--- src/rtl/rtcesc_pkg.sv ---
// constants and carrier types for the clock event status and control block
package rtcesc_pkg;

    // ============================================================
    // register indices (byte address is four times the index)
    localparam logic [7:0] IDX_EVT_ENABLE = 8'h0b;
    localparam logic [7:0] IDX_EVT_STATUS = 8'h0c;
    localparam logic [7:0] IDX_DAY_MATCH  = 8'h0d;
    localparam logic [7:0] IDX_CLK_CTRL   = 8'h10;
    localparam logic [7:0] IDX_IRQ_STATUS = 8'h20;
    localparam logic [7:0] IDX_IRQ_MASK   = 8'h21;

    // ============================================================
    // field positions
    localparam int SUMMARY_BIT  = 7;
    localparam int PERIODIC_BIT = 6;
    localparam int ALARM_BIT    = 5;
    localparam int UPDATE_BIT   = 4;
    localparam int ALM_EN_BIT   = 3;
    localparam int WAKE_BIT     = 2;
    localparam int SOFTRST_BIT  = 1;
    localparam int BLOCK_EN_BIT = 0;
    localparam int DAY_W        = 6;
    localparam int EVT_N        = 3;

    // ============================================================
    // reset values
    localparam logic [7:0]       CTRL_RST    = 8'h00;
    localparam logic [DAY_W-1:0] DAY_RST     = 6'h00;
    localparam logic [EVT_N-1:0] EVT_RST     = 3'h0;
    localparam logic [31:0]      RDATA_RST   = 32'h0000_0000;

    // ============================================================
    // timing
    localparam longint CLK_PERIOD_NS = 100;
    localparam longint STABLE_MS     = 999;
    // more than the stable time: round up, then one cycle beyond
    localparam longint STABLE_CYC    =
        (STABLE_MS * 1000000 + CLK_PERIOD_NS - 1) / CLK_PERIOD_NS + 1;
    localparam int     HOLD_W        = 24;

    // ============================================================
    // ahb encodings
    localparam logic [1:0] HTRANS_NONSEQ = 2'b10;
    localparam logic [1:0] HTRANS_SEQ    = 2'b11;

    // ============================================================
    // carrier types
    typedef struct packed {
        logic periodic;
        logic alarm;
        logic update;
    } rtcesc_evt_s;

    typedef struct packed {
        logic alarmEn;
        logic wakeOutGate;
        logic softRst;
        logic blockEn;
    } rtcesc_ctrl_s;

    typedef enum logic [1:0] {
        DP_IDLE,
        DP_READ,
        DP_WRITE
    } rtcesc_dphase_e;

endpackage

--- src/rtl/rtcesc_flag.sv ---
// sticky flag vector: set wins over a clear in the same cycle
`timescale 1ns/1ps
module rtcesc_flag
    import rtcesc_pkg::*;
#(
    parameter int W = 3
) (
    input  wire logic         clock,
    input  wire logic         rst,
    input  wire logic [W-1:0] set,
    input  wire logic         clr,
    output logic      [W-1:0] flags
);

    logic [W-1:0] flag_ff;
    logic [W-1:0] nxt_flag;

    assign nxt_flag = set | (clr ? '0 : flag_ff);

    always_ff @(posedge clock) begin
        if (rst) begin
            flag_ff <= '0;
        end else begin
            flag_ff <= nxt_flag;
        end
    end

    assign flags = flag_ff;

endmodule

--- src/rtl/rtcesc_core.sv ---
// clock event status, date match alarm and clock control with ahb-lite slave
// What this block does
// - summary flag set when any event flag and its enable both set
// - reading event status clears summary and all event flags, except a flag set on the read edge
// - periodic event sets bit 6, held until read, enable ignored
// - alarm match sets bit 5, held until read, enable ignored
// - update completion sets bit 4, held until read, enable ignored
// - after update done, time registers stay unchanged over 999 ms
// - nonzero day match field blocks alarm unless equal to calendar
// - day match field zero is don't-care for the alarm
// - alarm features work only while control bit 3 is one
// - control bit 2 gates alarm onto wake output and aggregator
// - writing control bit 1 resets block except control register, bus phase capture and read data
// - soft reset bit clears itself when the reset finishes
// - block runs only while control bit 0 is one
// - enable bits 6,5,4 decide which events become interrupts
`timescale 1ns/1ps
module rtcesc_core
    import rtcesc_pkg::*;
#(
    parameter int HOLD_CYCLES = int'(STABLE_CYC)
) (
    input  wire logic        clock,
    input  wire logic        rstn,
    // ahb-lite slave
    input  wire logic        hsel,
    input  wire logic [31:0] haddr,
    input  wire logic [1:0]  htrans,
    input  wire logic        hwrite,
    input  wire logic [2:0]  hsize,
    input  wire logic [31:0] hwdata,
    input  wire logic        hready,
    output logic             hreadyout,
    output logic             hresp,
    output logic      [31:0] hrdata,
    // events from the time keeping logic, same clock
    input  wire logic        periodicTick,
    input  wire logic        timeMatch,
    input  wire logic        updateDone,
    input  wire logic [7:0]  calMonth,
    // outputs
    output logic             updateHold,
    output logic             alarmWake,
    output logic             irq
);

    // ============================================================
    // reset domains
    // control, bus phase capture and read data survive the soft reset; everything else does not
    logic         softRst_ff;
    logic         domRst;

    assign domRst = !rstn || softRst_ff;

    // ============================================================
    // ahb address phase capture
    logic           addrTaken;
    rtcesc_dphase_e dphase_ff;
    rtcesc_dphase_e nxt_dphase;
    logic [7:0]     wIdx_ff;
    logic [7:0]     aIdx;
    logic           idxAligned;

    assign addrTaken  = hsel && hready && (htrans == HTRANS_NONSEQ
                                           || htrans == HTRANS_SEQ);
    assign aIdx       = haddr[9:2];
    assign idxAligned = (haddr[1:0] == 2'b00) && (haddr[31:10] == '0);

    always_comb begin
        nxt_dphase = DP_IDLE;
        if (addrTaken) begin
            nxt_dphase = hwrite ? DP_WRITE : DP_READ;
        end
    end

    always_ff @(posedge clock) begin
        if (!rstn) begin
            dphase_ff <= DP_IDLE;
            wIdx_ff   <= 8'h00;
        end else begin
            dphase_ff <= nxt_dphase;
            wIdx_ff   <= idxAligned ? aIdx : 8'hff;
        end
    end

    // zero wait states, always okay
    assign hreadyout = 1'b1;
    assign hresp     = 1'b0;

    logic wrStrobe;
    logic rdStatus;

    always_comb begin
        wrStrobe = 1'b0;
        case (dphase_ff)
            DP_WRITE: wrStrobe = 1'b1;
            DP_READ:  wrStrobe = 1'b0;
            DP_IDLE:  wrStrobe = 1'b0;
            default:  wrStrobe = 1'b0;
        endcase
    end

    // read side effects fire as the address phase is taken, the same
    // edge that latches the read data
    assign rdStatus = addrTaken && !hwrite && idxAligned
                      && aIdx == IDX_EVT_STATUS;

    // ============================================================
    // clock control register
    rtcesc_ctrl_s ctrl_ff;
    logic         ctrlWr;

    assign ctrlWr = wrStrobe && wIdx_ff == IDX_CLK_CTRL;

    always_ff @(posedge clock) begin
        if (!rstn) begin
            ctrl_ff <= rtcesc_ctrl_s'(CTRL_RST[3:0]);
        end else if (ctrlWr) begin
            ctrl_ff.alarmEn     <= hwdata[ALM_EN_BIT];
            ctrl_ff.wakeOutGate <= hwdata[WAKE_BIT];
            ctrl_ff.softRst     <= 1'b0;
            ctrl_ff.blockEn     <= hwdata[BLOCK_EN_BIT];
        end
    end

    // soft reset: one cycle of domain reset, then self clearing
    always_ff @(posedge clock) begin
        if (!rstn) begin
            softRst_ff <= 1'b0;
        end else if (ctrlWr && hwdata[SOFTRST_BIT]) begin
            softRst_ff <= 1'b1;
        end else begin
            softRst_ff <= 1'b0;
        end
    end

    // ============================================================
    // event enable and day match registers
    logic [EVT_N-1:0] evtEn_ff;
    logic [DAY_W-1:0] dayMatch_ff;

    always_ff @(posedge clock) begin
        if (domRst) begin
            evtEn_ff <= EVT_RST;
        end else if (wrStrobe && wIdx_ff == IDX_EVT_ENABLE) begin
            evtEn_ff <= hwdata[PERIODIC_BIT:UPDATE_BIT];
        end
    end

    always_ff @(posedge clock) begin
        if (domRst) begin
            dayMatch_ff <= DAY_RST;
        end else if (wrStrobe && wIdx_ff == IDX_DAY_MATCH) begin
            dayMatch_ff <= hwdata[DAY_W-1:0];
        end
    end

    // ============================================================
    // event qualification
    logic        dayOk;
    logic        alarmEvt;
    rtcesc_evt_s evtSet;
    rtcesc_evt_s evtFlags;

    assign dayOk = (dayMatch_ff == DAY_RST)
                   || ({2'b00, dayMatch_ff} == calMonth);

    // no alarm at all while the alarm features or the block are off
    assign alarmEvt = timeMatch && dayOk && ctrl_ff.alarmEn
                      && ctrl_ff.blockEn;

    assign evtSet.periodic = periodicTick && ctrl_ff.blockEn;
    assign evtSet.alarm    = alarmEvt;
    assign evtSet.update   = updateDone && ctrl_ff.blockEn;

    // ============================================================
    // event status flags
    logic [EVT_N-1:0] evtFlagVec;

    rtcesc_flag #(
        .W (EVT_N)
    ) u_evtFlags (
        .clock (clock),
        .rst   (domRst),
        .set   (evtSet),
        .clr   (rdStatus),
        .flags (evtFlagVec)
    );

    assign evtFlags = rtcesc_evt_s'(evtFlagVec);

    logic summary;

    assign summary = |(evtFlagVec & evtEn_ff);

    // ============================================================
    // interrupt status and mask
    logic [EVT_N-1:0] irqSet;
    logic [EVT_N-1:0] irqFlags;
    logic [EVT_N-1:0] irqMask_ff;
    logic             rdIrq;

    // aggregator alarm only passes with the wake gate open
    assign irqSet = {evtSet.periodic,
                     evtSet.alarm && ctrl_ff.wakeOutGate,
                     evtSet.update} & evtEn_ff;

    assign rdIrq = addrTaken && !hwrite && idxAligned
                   && aIdx == IDX_IRQ_STATUS;

    rtcesc_flag #(
        .W (EVT_N)
    ) u_irqFlags (
        .clock (clock),
        .rst   (domRst),
        .set   (irqSet),
        .clr   (rdIrq),
        .flags (irqFlags)
    );

    always_ff @(posedge clock) begin
        if (domRst) begin
            irqMask_ff <= EVT_RST;
        end else if (wrStrobe && wIdx_ff == IDX_IRQ_MASK) begin
            irqMask_ff <= hwdata[PERIODIC_BIT:UPDATE_BIT];
        end
    end

    logic irq_ff;

    always_ff @(posedge clock) begin
        if (domRst) begin
            irq_ff <= 1'b0;
        end else begin
            irq_ff <= |(irqFlags & irqMask_ff);
        end
    end

    assign irq = irq_ff;

    // ============================================================
    // alarm wake output
    logic alarmWake_ff;

    always_ff @(posedge clock) begin
        if (domRst) begin
            alarmWake_ff <= 1'b0;
        end else begin
            alarmWake_ff <= alarmEvt && ctrl_ff.wakeOutGate;
        end
    end

    assign alarmWake = alarmWake_ff;

    // ============================================================
    // time stable window after an update
    // the time keeper must not update while updateHold is high
    logic [HOLD_W-1:0] hold_ff;
    logic [HOLD_W-1:0] nxt_hold;

    always_comb begin
        nxt_hold = hold_ff;
        if (evtSet.update) begin
            nxt_hold = HOLD_W'(HOLD_CYCLES);
        end else if (hold_ff != '0) begin
            nxt_hold = hold_ff - HOLD_W'(1);
        end
    end

    always_ff @(posedge clock) begin
        if (domRst) begin
            hold_ff <= '0;
        end else begin
            hold_ff <= nxt_hold;
        end
    end

    assign updateHold = hold_ff != '0;

    // ============================================================
    // read mux, latched with the address phase
    logic [31:0] rdVal;
    logic [31:0] hrdata_ff;

    always_comb begin
        rdVal = RDATA_RST;
        case (aIdx)
            IDX_EVT_ENABLE: rdVal[PERIODIC_BIT:UPDATE_BIT] = evtEn_ff;
            IDX_EVT_STATUS: begin
                rdVal[SUMMARY_BIT]            = summary;
                rdVal[PERIODIC_BIT:UPDATE_BIT] = evtFlagVec;
            end
            IDX_DAY_MATCH:  rdVal[DAY_W-1:0] = dayMatch_ff;
            IDX_CLK_CTRL: begin
                rdVal[ALM_EN_BIT]   = ctrl_ff.alarmEn;
                rdVal[WAKE_BIT]     = ctrl_ff.wakeOutGate;
                rdVal[SOFTRST_BIT]  = softRst_ff;
                rdVal[BLOCK_EN_BIT] = ctrl_ff.blockEn;
            end
            IDX_IRQ_STATUS: rdVal[PERIODIC_BIT:UPDATE_BIT] = irqFlags;
            IDX_IRQ_MASK:   rdVal[PERIODIC_BIT:UPDATE_BIT] = irqMask_ff;
            default:        rdVal = RDATA_RST;
        endcase
        if (!idxAligned) begin
            rdVal = RDATA_RST;
        end
    end

    always_ff @(posedge clock) begin
        if (!rstn) begin
            hrdata_ff <= RDATA_RST;
        end else if (addrTaken && !hwrite) begin
            hrdata_ff <= rdVal;
        end
    end

    assign hrdata = hrdata_ff;

    // evtFlags kept as the typed view for readers of the waveform
    logic unusedTyped;
    assign unusedTyped = evtFlags.periodic ^ (|hsize);

endmodule

--- config.mk ---
export PLATFORM = sky130hd
export DESIGN_NAME = rtcesc_core
export DESIGN_NICKNAME = d
export VERILOG_FILES = /design/src/rtl/rtcesc_pkg.sv /design/src/rtl/rtcesc_flag.sv /design/src/rtl/rtcesc_core.sv
export SDC_FILE = /design/constraint.sdc
export NUM_CORES = 1
export LEC_CHECK = 0
export BUFFER_PORTS_ARGS = -buffer_cell sky130_fd_sc_hd__buf_2
export CORE_MARGIN = 2
export CORE_UTILIZATION = 53
export DETAILED_ROUTE_END_ITERATION = 16
export PLACE_DENSITY_LB_ADDON = 0.05
export SLEW_MARGIN = 20
export SYNTH_ARGS = -nofsm -noshare
export SYNTH_HDL_FRONTEND = slang
export SYNTH_HIERARCHICAL = 1
export SYNTH_SLANG_ARGS = --single-unit
--- constraint.sdc ---
create_clock -name clock -period 4.29 [get_ports clock]
set_input_delay 0 -clock clock [delete_from_list [all_inputs] [get_ports clock]]
set_output_delay 0 -clock clock [all_outputs]
set_load 0.05 [all_outputs]
### Yosys cells after proc, flatten, opt, wreduce, memory -nomap -nowiden

Index checks and enable logic that the tools add are counted.

* bits in registers: 90
* input port bits: 85
* output and inout port bits: 37
* word-level logic and storage cells: 81

* add/sub/neg operators: 1
* equality and inequality tests: 14
* mux-type cells: 13
* bitwise operators: 5
* reductions and logical operators: 32

Operators with widths (number)
* $mux 24: 2
* $eq 8x4->1 const B: 5
* $eq 8x6->1 const B: 3
* $reduce_bool 24->1: 1
* $sub 24x1->24 const B: 1
* $logic_not 22->1: 1
* $logic_and 1x1->1: 18
* $eq 8x5->1 const B: 2
* $mux 8: 2
* $pmux 2 s5: 1
* $and 3x3->3: 3
* $eq 6x8->1: 1
* $pmux 4 s2: 1
* $eq 2x2->1 const B: 3
* $logic_not 6->1: 1
* $mux 3: 2
* $or 3x3->3: 2
* $reduce_or 3->1: 2
* $pmux 1 s4: 1
* $logic_or 1x1->1: 3
* $mux 1: 3
* $logic_not 1->1: 2
* $logic_not 2->1: 1
* $mux 2: 1
* 3 further kinds: 3

### Depth between registers and ports, before layout

Gate-level depths: netlist of the first run.

* word-level depth: 8
* depth in mapped cells: 8
* mapped depth without buffers: 7

### Cells and area by module

The synthesis of the first run kept the hierarchy.

Modules (own cells, without submodules)
* rtcesc_core: instances 1, cells each 353, area each 3123.0 sq um
* rtcesc_flag: instances 2, cells each 12, area each 105.1 sq um

### Worst setup path before layout of the first run

OpenSTA, ideal clock, no wires.

* kind: register to register
* from: register hold_ff[0]
* to: register hold_ff[1]
* library setup time: 63 ps
* data arrival time: 2335 ps
* required time: 4227 ps
* setup slack: 1892 ps
* stages on the path, launching flop included: 9
* path buffers: 1
* cells stage by stage: dfxtp_1 inv_1 ha_1 or4b_1 or4_4 buf_6 or2_4 mux2_4 nor2_2

* cells in the longest elaborated chain, start to end: 1
* elaborated cells on any way between the ends: 2
* classes of those cells: 1 x add/sub; 1 x reduce/logical

RTL lines
* from (decl): RTL line rtcesc_core.sv:258 `logic [HOLD_W-1:0] hold_ff;`
* from (signal assigned): RTL line rtcesc_core.sv:274 `hold_ff <= nxt_hold;`
* $reduce_bool 24->1
* named net updateHold: RTL line rtcesc_core.sv:42 `output logic updateHold,`

The timed path passes the listed nets, and every way through them passes these cells.
A chain may end at the register's enable or synchronous reset.

### Worst setup path after layout of the first run

* from: register hold_ff[0]
* to: output port updateHold

* cells in the longest elaborated chain, start to end: 1

RTL lines
* $reduce_bool 24->1: RTL line rtcesc_core.sv:278 `assign updateHold = hold_ff != '0;`
* to (decl): RTL line rtcesc_core.sv:42

No other way between the ends.

==> impl_metrics.py, run 1 <==
metrics = {
    "floorplanning": {
        "core_sq_um": 5990,
        "chipWidth_um": 83.3,
        "start_util_pct": 55.6,
        "dieArea_sq_um": 6940,
        "io_pins": 122,
        "num_rows": 28,
        "die_h_um": 83.3,
    },
    "synthesis": {
        "yosys_warnings": 6,
        "synth_cell_type_count": 54,
        "async_flop_share_pct": 0,
        "synthesis.area_sq_um": 3330,
        "synth_edf_count": 0,
        "syn_area_per_cell_sq_um": 8.84,
        "synth_seq_cells": 66,
        "yosysSeqAreaShare_pct": 39.6,
        "netlist_instances": 377,
        "synth_ff_type": "dfxtp_1",
    },
    "route": {
        "wire_per_inst_um": 14.9,
        "drt-vias-per-instance": 5.52,
        "dr.first_iter.drc_count": 172,
        "drc_errors": 0,
        "drtPass1Iterations": 4,
        "num_vias": 2963,
        "wl_um": 7990,
        "ant_nets": 0,
    },
    "clock_tree": {
        "cts_resized": 0,
        "ctsLongestPathBuffers": 2,
        "htreeDepth": 3,
        "cts_hold_buf": 16,
        "cts_sinks": 66,
        "path_clk_slew_ns": 0.08,
        "clk_latency_ns": 0.35,
        "numCtsBuffers": 9,
        "clockRootBuffer": "clkbuf_8",
        "post_cts_buffers": 0,
        "cts_tree": "done",
    },
    "cells_and_area": {
        "antenna_cells": 0,
        "final_cell_mix": "dfxtp_1 (66), buf_2 (66), nor2_1 (30)",
        "stdcell_count": 537,
        "nNetsFinal": 544,
        "fill_cells": 514,
        "drive_gt1_share_pct": 20.6,
        "area_growth_pct": 21.0,
        "finalInstanceArea_sq_um": 4030,
    },
    "setup_path": {
        "path_max_fanout": 11,
        "r2r_slack_ns": 1.82,
        "cp_cell_sequence": "inv_1 > ha_1 > or4b_1 > or4_4 > or2_4 > buf_2",
        "crit_end": "updateHold",
        "r2r-end": "hold_ff[7]$_SDFFE_PP0P_",
        "rr_startpoint": "hold_ff[0]$_SDFFE_PP0P_",
        "required_ns": 4.29,
        "crit_path_end_kind": "output pin",
        "rr_worst_depth": 7,
        "cp-start-kind": "flip-flop",
        "max_stage_delay_ns": 0.63,
        "path_class": "flip-flop to output pin",
        "crit_start": "hold_ff[0]$_SDFFE_PP0P_",
        "cp.arrival_ns": 2.53,
        "slowest_stage": "or4_4",
    },
    "grt": {
        "overflow": 0,
        "grt_pass1_wl_um": 13400,
        "antenna_found_initial": 0,
        "grt_pass1_vias": 2921,
        "grt_max_degree": 35,
        "grt.total_usage_pct": 23.8,
    },
    "pwr": {
        "power.density_nw_per_um2": 587,
        "leakage_nw": 1.79,
        "peakVddDrop_mv": 0.442,
        "p_total_mw": 2.37,
    },
    "place": {
        "dpl.hpwl_um": 5550,
        "port_buffers": 66,
        "place_congestion": 0.785,
        "place_ws_ns": 1.86,
        "placedCellCount": 505,
        "placed_cell_area_sq_um": 3610,
    },
    "timing": {
        "fmax_mhz": 396,
        "min_period_over_period_pct": 58.9,
        "hold_viol_final": 0,
        "tightest_slew_ns": 0.629,
        "setup_viol": 0,
        "period_minus_slack_ns": 2.53,
        "final-max-slew-violation-count": 0,
        "rsz0062_at_grt": "false",
        "relSlewSlack_pct": 57.8,
        "fin_skew_ns": 0.0101,
        "fin_setup_tns_ns": 0,
        "worst_slack_ns": 1.76,
    },
    "run": {
        "max_cap_viol_count": 0,
    },
    "min_path": {
        "hold_class": "input pin to flip-flop",
    },
    "status": {
        "status": "completed",
    },
}
==> registers in the layout, indices dropped and copies added (netlist names) <==
register	cells
irq	1
wIdx_ff	8
softRst_ff	1
irqMask_ff	3
u_evtFlags/flags	3
hold_ff	24
evtEn_ff	3
ctrl_ff	3
u_irqFlags/flags	3
hrdata	8
alarmWake	1
dayMatch_ff	6
dphase_ff	2
==> stage by stage <==
step	util, %	hold slack, ns
CTS	67.3	0.0147
floorplan	-	0.114
global placement	60.2	0.235
detailed placement	60.2	0.245
global route	67.3	0.0381
finish	67.3	0.0304
==> worst max-delay path: cells and delay by family, from the launching register on <==
kind	cells	cell delay, ns
flops	1	0.35
fa+ha+maj	1	0.15
buf+inv	2	0.30
simple gates	3	1.38
==> report_power, final <==
part	switching [mW]	internal, mW	leakage, nW
Sequential	0.101	0.711	0.538
Combinational	0.489	0.366	1.12
Clock	0.253	0.445	0.129
Total	0.844	1.52	1.79
==> cell families after synthesis <==
family	synth area share (%)
adders and majority gates	0.751
and+or+nand+nor	25.9
other	0.225
buffers and inverters	9.01
DFF	39.6
muxes	5.86
AOI/OAI and AO/OA	14.1
xor gates and xnor gates	4.47
==> how the worst min path moves through the flow <==
stage                     slack (ns)  cells after the start                 endpoint     start
after floorplan                 0.11                      2  dphase_ff[1]$_SDFF_PN0_    hwrite
after global placement          0.24                      2    wIdx_ff[4]$_SDFF_PN0_  haddr[6]
after detailed placement        0.24                      2    wIdx_ff[4]$_SDFF_PN0_  haddr[6]
after CTS                       0.01                      2    wIdx_ff[0]$_SDFF_PN0_  haddr[2]
after global routing            0.04                      2    wIdx_ff[0]$_SDFF_PN0_  haddr[2]
final                           0.03                      2    wIdx_ff[0]$_SDFF_PN0_  haddr[2]
==> synth_stat cells, types with 3 or more instances <==
master | n | area share, %
a22oi_1 | 3 | 0.68
o31ai_1 | 5 | 1.1
o21ai_0 | 10 | 1.5
a221o_1 | 4 | 1.2
dfxtp_1 | 66 | 40
nand2_1 | 9 | 1.0
nor2b_1 | 5 | 0.94
nor3_1 | 9 | 1.4
nand3_1 | 14 | 2.1
a21oi_1 | 20 | 3.0
nand4_1 | 4 | 0.75
or2_2 | 3 | 0.56
o21a_1 | 8 | 1.8
inv_1 | 14 | 1.6
xnor2_1 | 10 | 2.6
and2_1 | 7 | 1.3
nor3b_1 | 4 | 0.90
or4_4 | 3 | 1.0
or4_1 | 4 | 0.90
o211ai_1 | 4 | 0.90
mux2i_1 | 18 | 5.4
nand2b_1 | 11 | 2.1
buf_4 | 26 | 5.9
or3_1 | 11 | 2.1
a31oi_1 | 4 | 0.75
nor2_1 | 30 | 3.4
clkbuf_1 | 10 | 1.1
and3_1 | 7 | 1.3
xor2_1 | 7 | 1.8
nor4_1 | 15 | 2.8
==> routing by layer <==
metal / track usage [%] / wire [um] / up-vias
met3: 4.87 / 370 / 15
met5: 0 / 0 / -
met2: 42.2 / 4150 / 88
met1: 27.7 / 3340 / 1384
met4: 10.1 / 127 / 0
li1: - / - / 1476
==> final cells by class <==
class / count / area (sq um) / area share, %
repair buffers: 83 / 498 / 12.3
multi-input cells: 283 / 1800 / 44.7
clock buffers: 9 / 124 / 3.07
clock inverters: 7 / 141 / 3.51
flip-flops and latches: 66 / 1320 / 32.8
well taps: 75 / 93.8 / 2.33
inverters: 14 / 52.6 / 1.30
(Power assumes the default switching activity.)
==> run 2, diff against run 1 <==
- CORE_UTILIZATION: 53 -> 50
- clock period: 4.29 -> 2.5 ns (I/O delays scaled with it)
==> run 2 against run 1 <==
Compared with the run above:
- critical path depth unchanged
- register-to-register slack got worse by 1.7 ns
- sequential share of layout area increased by 0.27 points
- worst hold slack improved by 0.0040 ns
- clock-buffer cell count unchanged
- first-iteration DRC count decreased by 31%
- die area increased by 5.7%
- combinational power increased by 87%
- global-route usage decreased by 1.6 points
- sequential power increased by 72%
- core utilization decreased by 4.6 points
- largest power group unchanged
==> impl_metrics.py, run 2 (same netlist as run 1, synthesis figures left out) <==
metrics = {
    "grt": {
        "grt_max_degree": 35,
        "gr-usage-met1_pct": 27.3,
        "met3_usage_pct": 6.26,
        "overflow": 0,
        "grt_pass1_wl_um": 12900,
        "grt.total_usage_pct": 22.2,
        "antenna_found_initial": 0,
        "busiest_layer": "met2",
        "grt_pass1_vias": 2718,
        "gr-usage-met2_pct": 37.4,
    },
    "floorplanning": {
        "num_rows": 29,
        "dieArea_sq_um": 7340,
        "die_h_um": 85.6,
        "chipWidth_um": 85.6,
        "start_util_pct": 52.2,
        "io_pins": 122,
        "core_sq_um": 6390,
    },
    "clock_tree": {
        "clockRootBuffer": "clkbuf_8",
        "cts_tree": "done",
        "path_clk_slew_ns": 0.07,
        "numCtsBuffers": 9,
        "cts_sinks": 66,
        "clk_latency_ns": 0.34,
        "htreeDepth": 3,
        "ctsLongestPathBuffers": 2,
    },
    "route": {
        "ant_nets": 0,
        "wl_um": 7760,
        "num_vias": 2966,
        "wire_per_inst_um": 14.2,
        "drtPass1Iterations": 4,
        "drt-vias-per-instance": 5.43,
        "dr.first_iter.drc_count": 118,
        "drc_errors": 0,
    },
    "min_path": {
        "whs_path_depth": 2,
        "hold_class": "input pin to flip-flop",
    },
    "run": {
        "max_cap_viol_count": 0,
    },
    "pwr": {
        "p_total_mw": 3.76,
        "peakVddDrop_mv": 1.07,
        "leakage_nw": 1.78,
        "power.density_nw_per_um2": 939,
    },
    "cells_and_area": {
        "drive_gt1_share_pct": 22.4,
        "antenna_cells": 0,
        "nNetsFinal": 551,
        "regMostFlops": "hold_ff",
        "area_growth_pct": 20.1,
        "fill_cells": 608,
        "final_cell_mix": "dfxtp_1 (65), buf_2 (65), nor2_1 (30)",
        "largest_reg_flops": 24,
    },
    "place": {
        "dpl.hpwl_um": 5640,
        "port_buffers": 66,
        "place_congestion": 0.852,
    },
    "timing": {
        "final-max-slew-violation-count": 0,
        "fmax_mhz": 413,
        "setup_viol": 0,
        "holdWs_ns": 0.0344,
        "relSlewSlack_pct": 59.6,
        "period_minus_slack_ns": 2.42,
        "tightest_slew_ns": 0.601,
        "fin_skew_ns": 0.00883,
        "min_period_over_period_pct": 96.9,
        "hold_viol_final": 0,
    },
    "setup_path": {
        "cp-start-kind": "flip-flop",
        "cp.arrival_ns": 2.42,
        "required_ns": 2.50,
        "path_class": "flip-flop to output pin",
        "rr_worst_depth": 7,
        "crit_path_end_kind": "output pin",
        "path_max_fanout": 7,
    },
    "status": {
        "status": "completed",
    },
}
## run 2: cell types whose count changed in the layout (fill, tap and decap cells not counted)
cell / before / now
buf_2: 66 / 65
clkinvlp_4: 1 / 3
buf_4: 1 / 8
dfxtp_1: 66 / 65
or4b_1: 1 / 0
dfxtp_2: 0 / 1
inv_2: 0 / 1
bufinv_16: 4 / 0
or4b_4: 0 / 1
buf_6: 0 / 1
clkinv_2: 1 / 3
inv_1: 14 / 13
## run 2: final cells by class
cell class                      instances  area [sq um]  share of cell area [%]
Clock buffer                            9           124                    3.09
Clock inverter                          7          46.3                    1.16
Inverter                               14          52.6                    1.31
Multi-Input combinational cell        283          1810                    45.1
Sequential cell                        66          1320                    33.0
Tap cell                               77          96.3                    2.41
Timing Repair Buffer                   90           557                    13.9
## run 2: what timing repair did
item,CTS,global route
setup endpoints to repair,1,1
gates resized for setup,0,6
endpoints found under the hold margin,24,0
pin swaps,1,1
hold buffers,16,0
buffers inserted,0,1
## run 2: critical path, cell delays in order, from the launching register on
cell,delay [ns]
dfxtp_2,0.34
inv_1,0.07
ha_1,0.16
or4b_4,0.47
or4_4,0.59
or2_4,0.28
buf_6,0.16
## run 2: through the flow
step | worst slack (ns) | instances | instance area, sq um | utilization, % | TNS, ns
floorplan | 0.102 | 401 | 3420 | - | 0
CTS | 0.0894 | 545 | 3990 | 62.4 | 0
global placement | 0.172 | 513 | 3650 | 57.2 | 0
global route | -0.000592 | 546 | 4000 | 62.7 | -0.000592
finish | 0.0786 | 546 | 4000 | 62.7 | 0
detailed placement | 0.159 | 513 | 3650 | 57.2 | 0
## run 2: worst paths after layout
check | start | endpoint | slack (ns)
setup reg to reg | hold_ff[0]$_SDFFE_PP0P_ | hold_ff[7]$_SDFFE_PP0P_ | 0.14
hold / removal | haddr[2] | wIdx_ff[0]$_SDFF_PN0_ | 0.03
hold reg to reg | hrdata[6]$_SDFFE_PN0P_ | hrdata[6]$_SDFFE_PN0P_ | 0.46
setup / recovery | hold_ff[0]$_SDFFE_PP0P_ | updateHold | 0.08
## run 2: routing by layer
layer	vias up	share of wire, %
met5	-	0
met4	0	1.5
met3	15	3.9
met2	70	51
met1	1386	44
li1	1495	-
## run 2: where the power goes
group | total [mW] | internal, mW | switching [mW]
Clock | 0.766 | 0.355 | 0.411
Sequential | 1.40 | 1.22 | 0.173
Combinational | 1.60 | 0.748 | 0.851
Total | 3.76 | 2.33 | 1.43
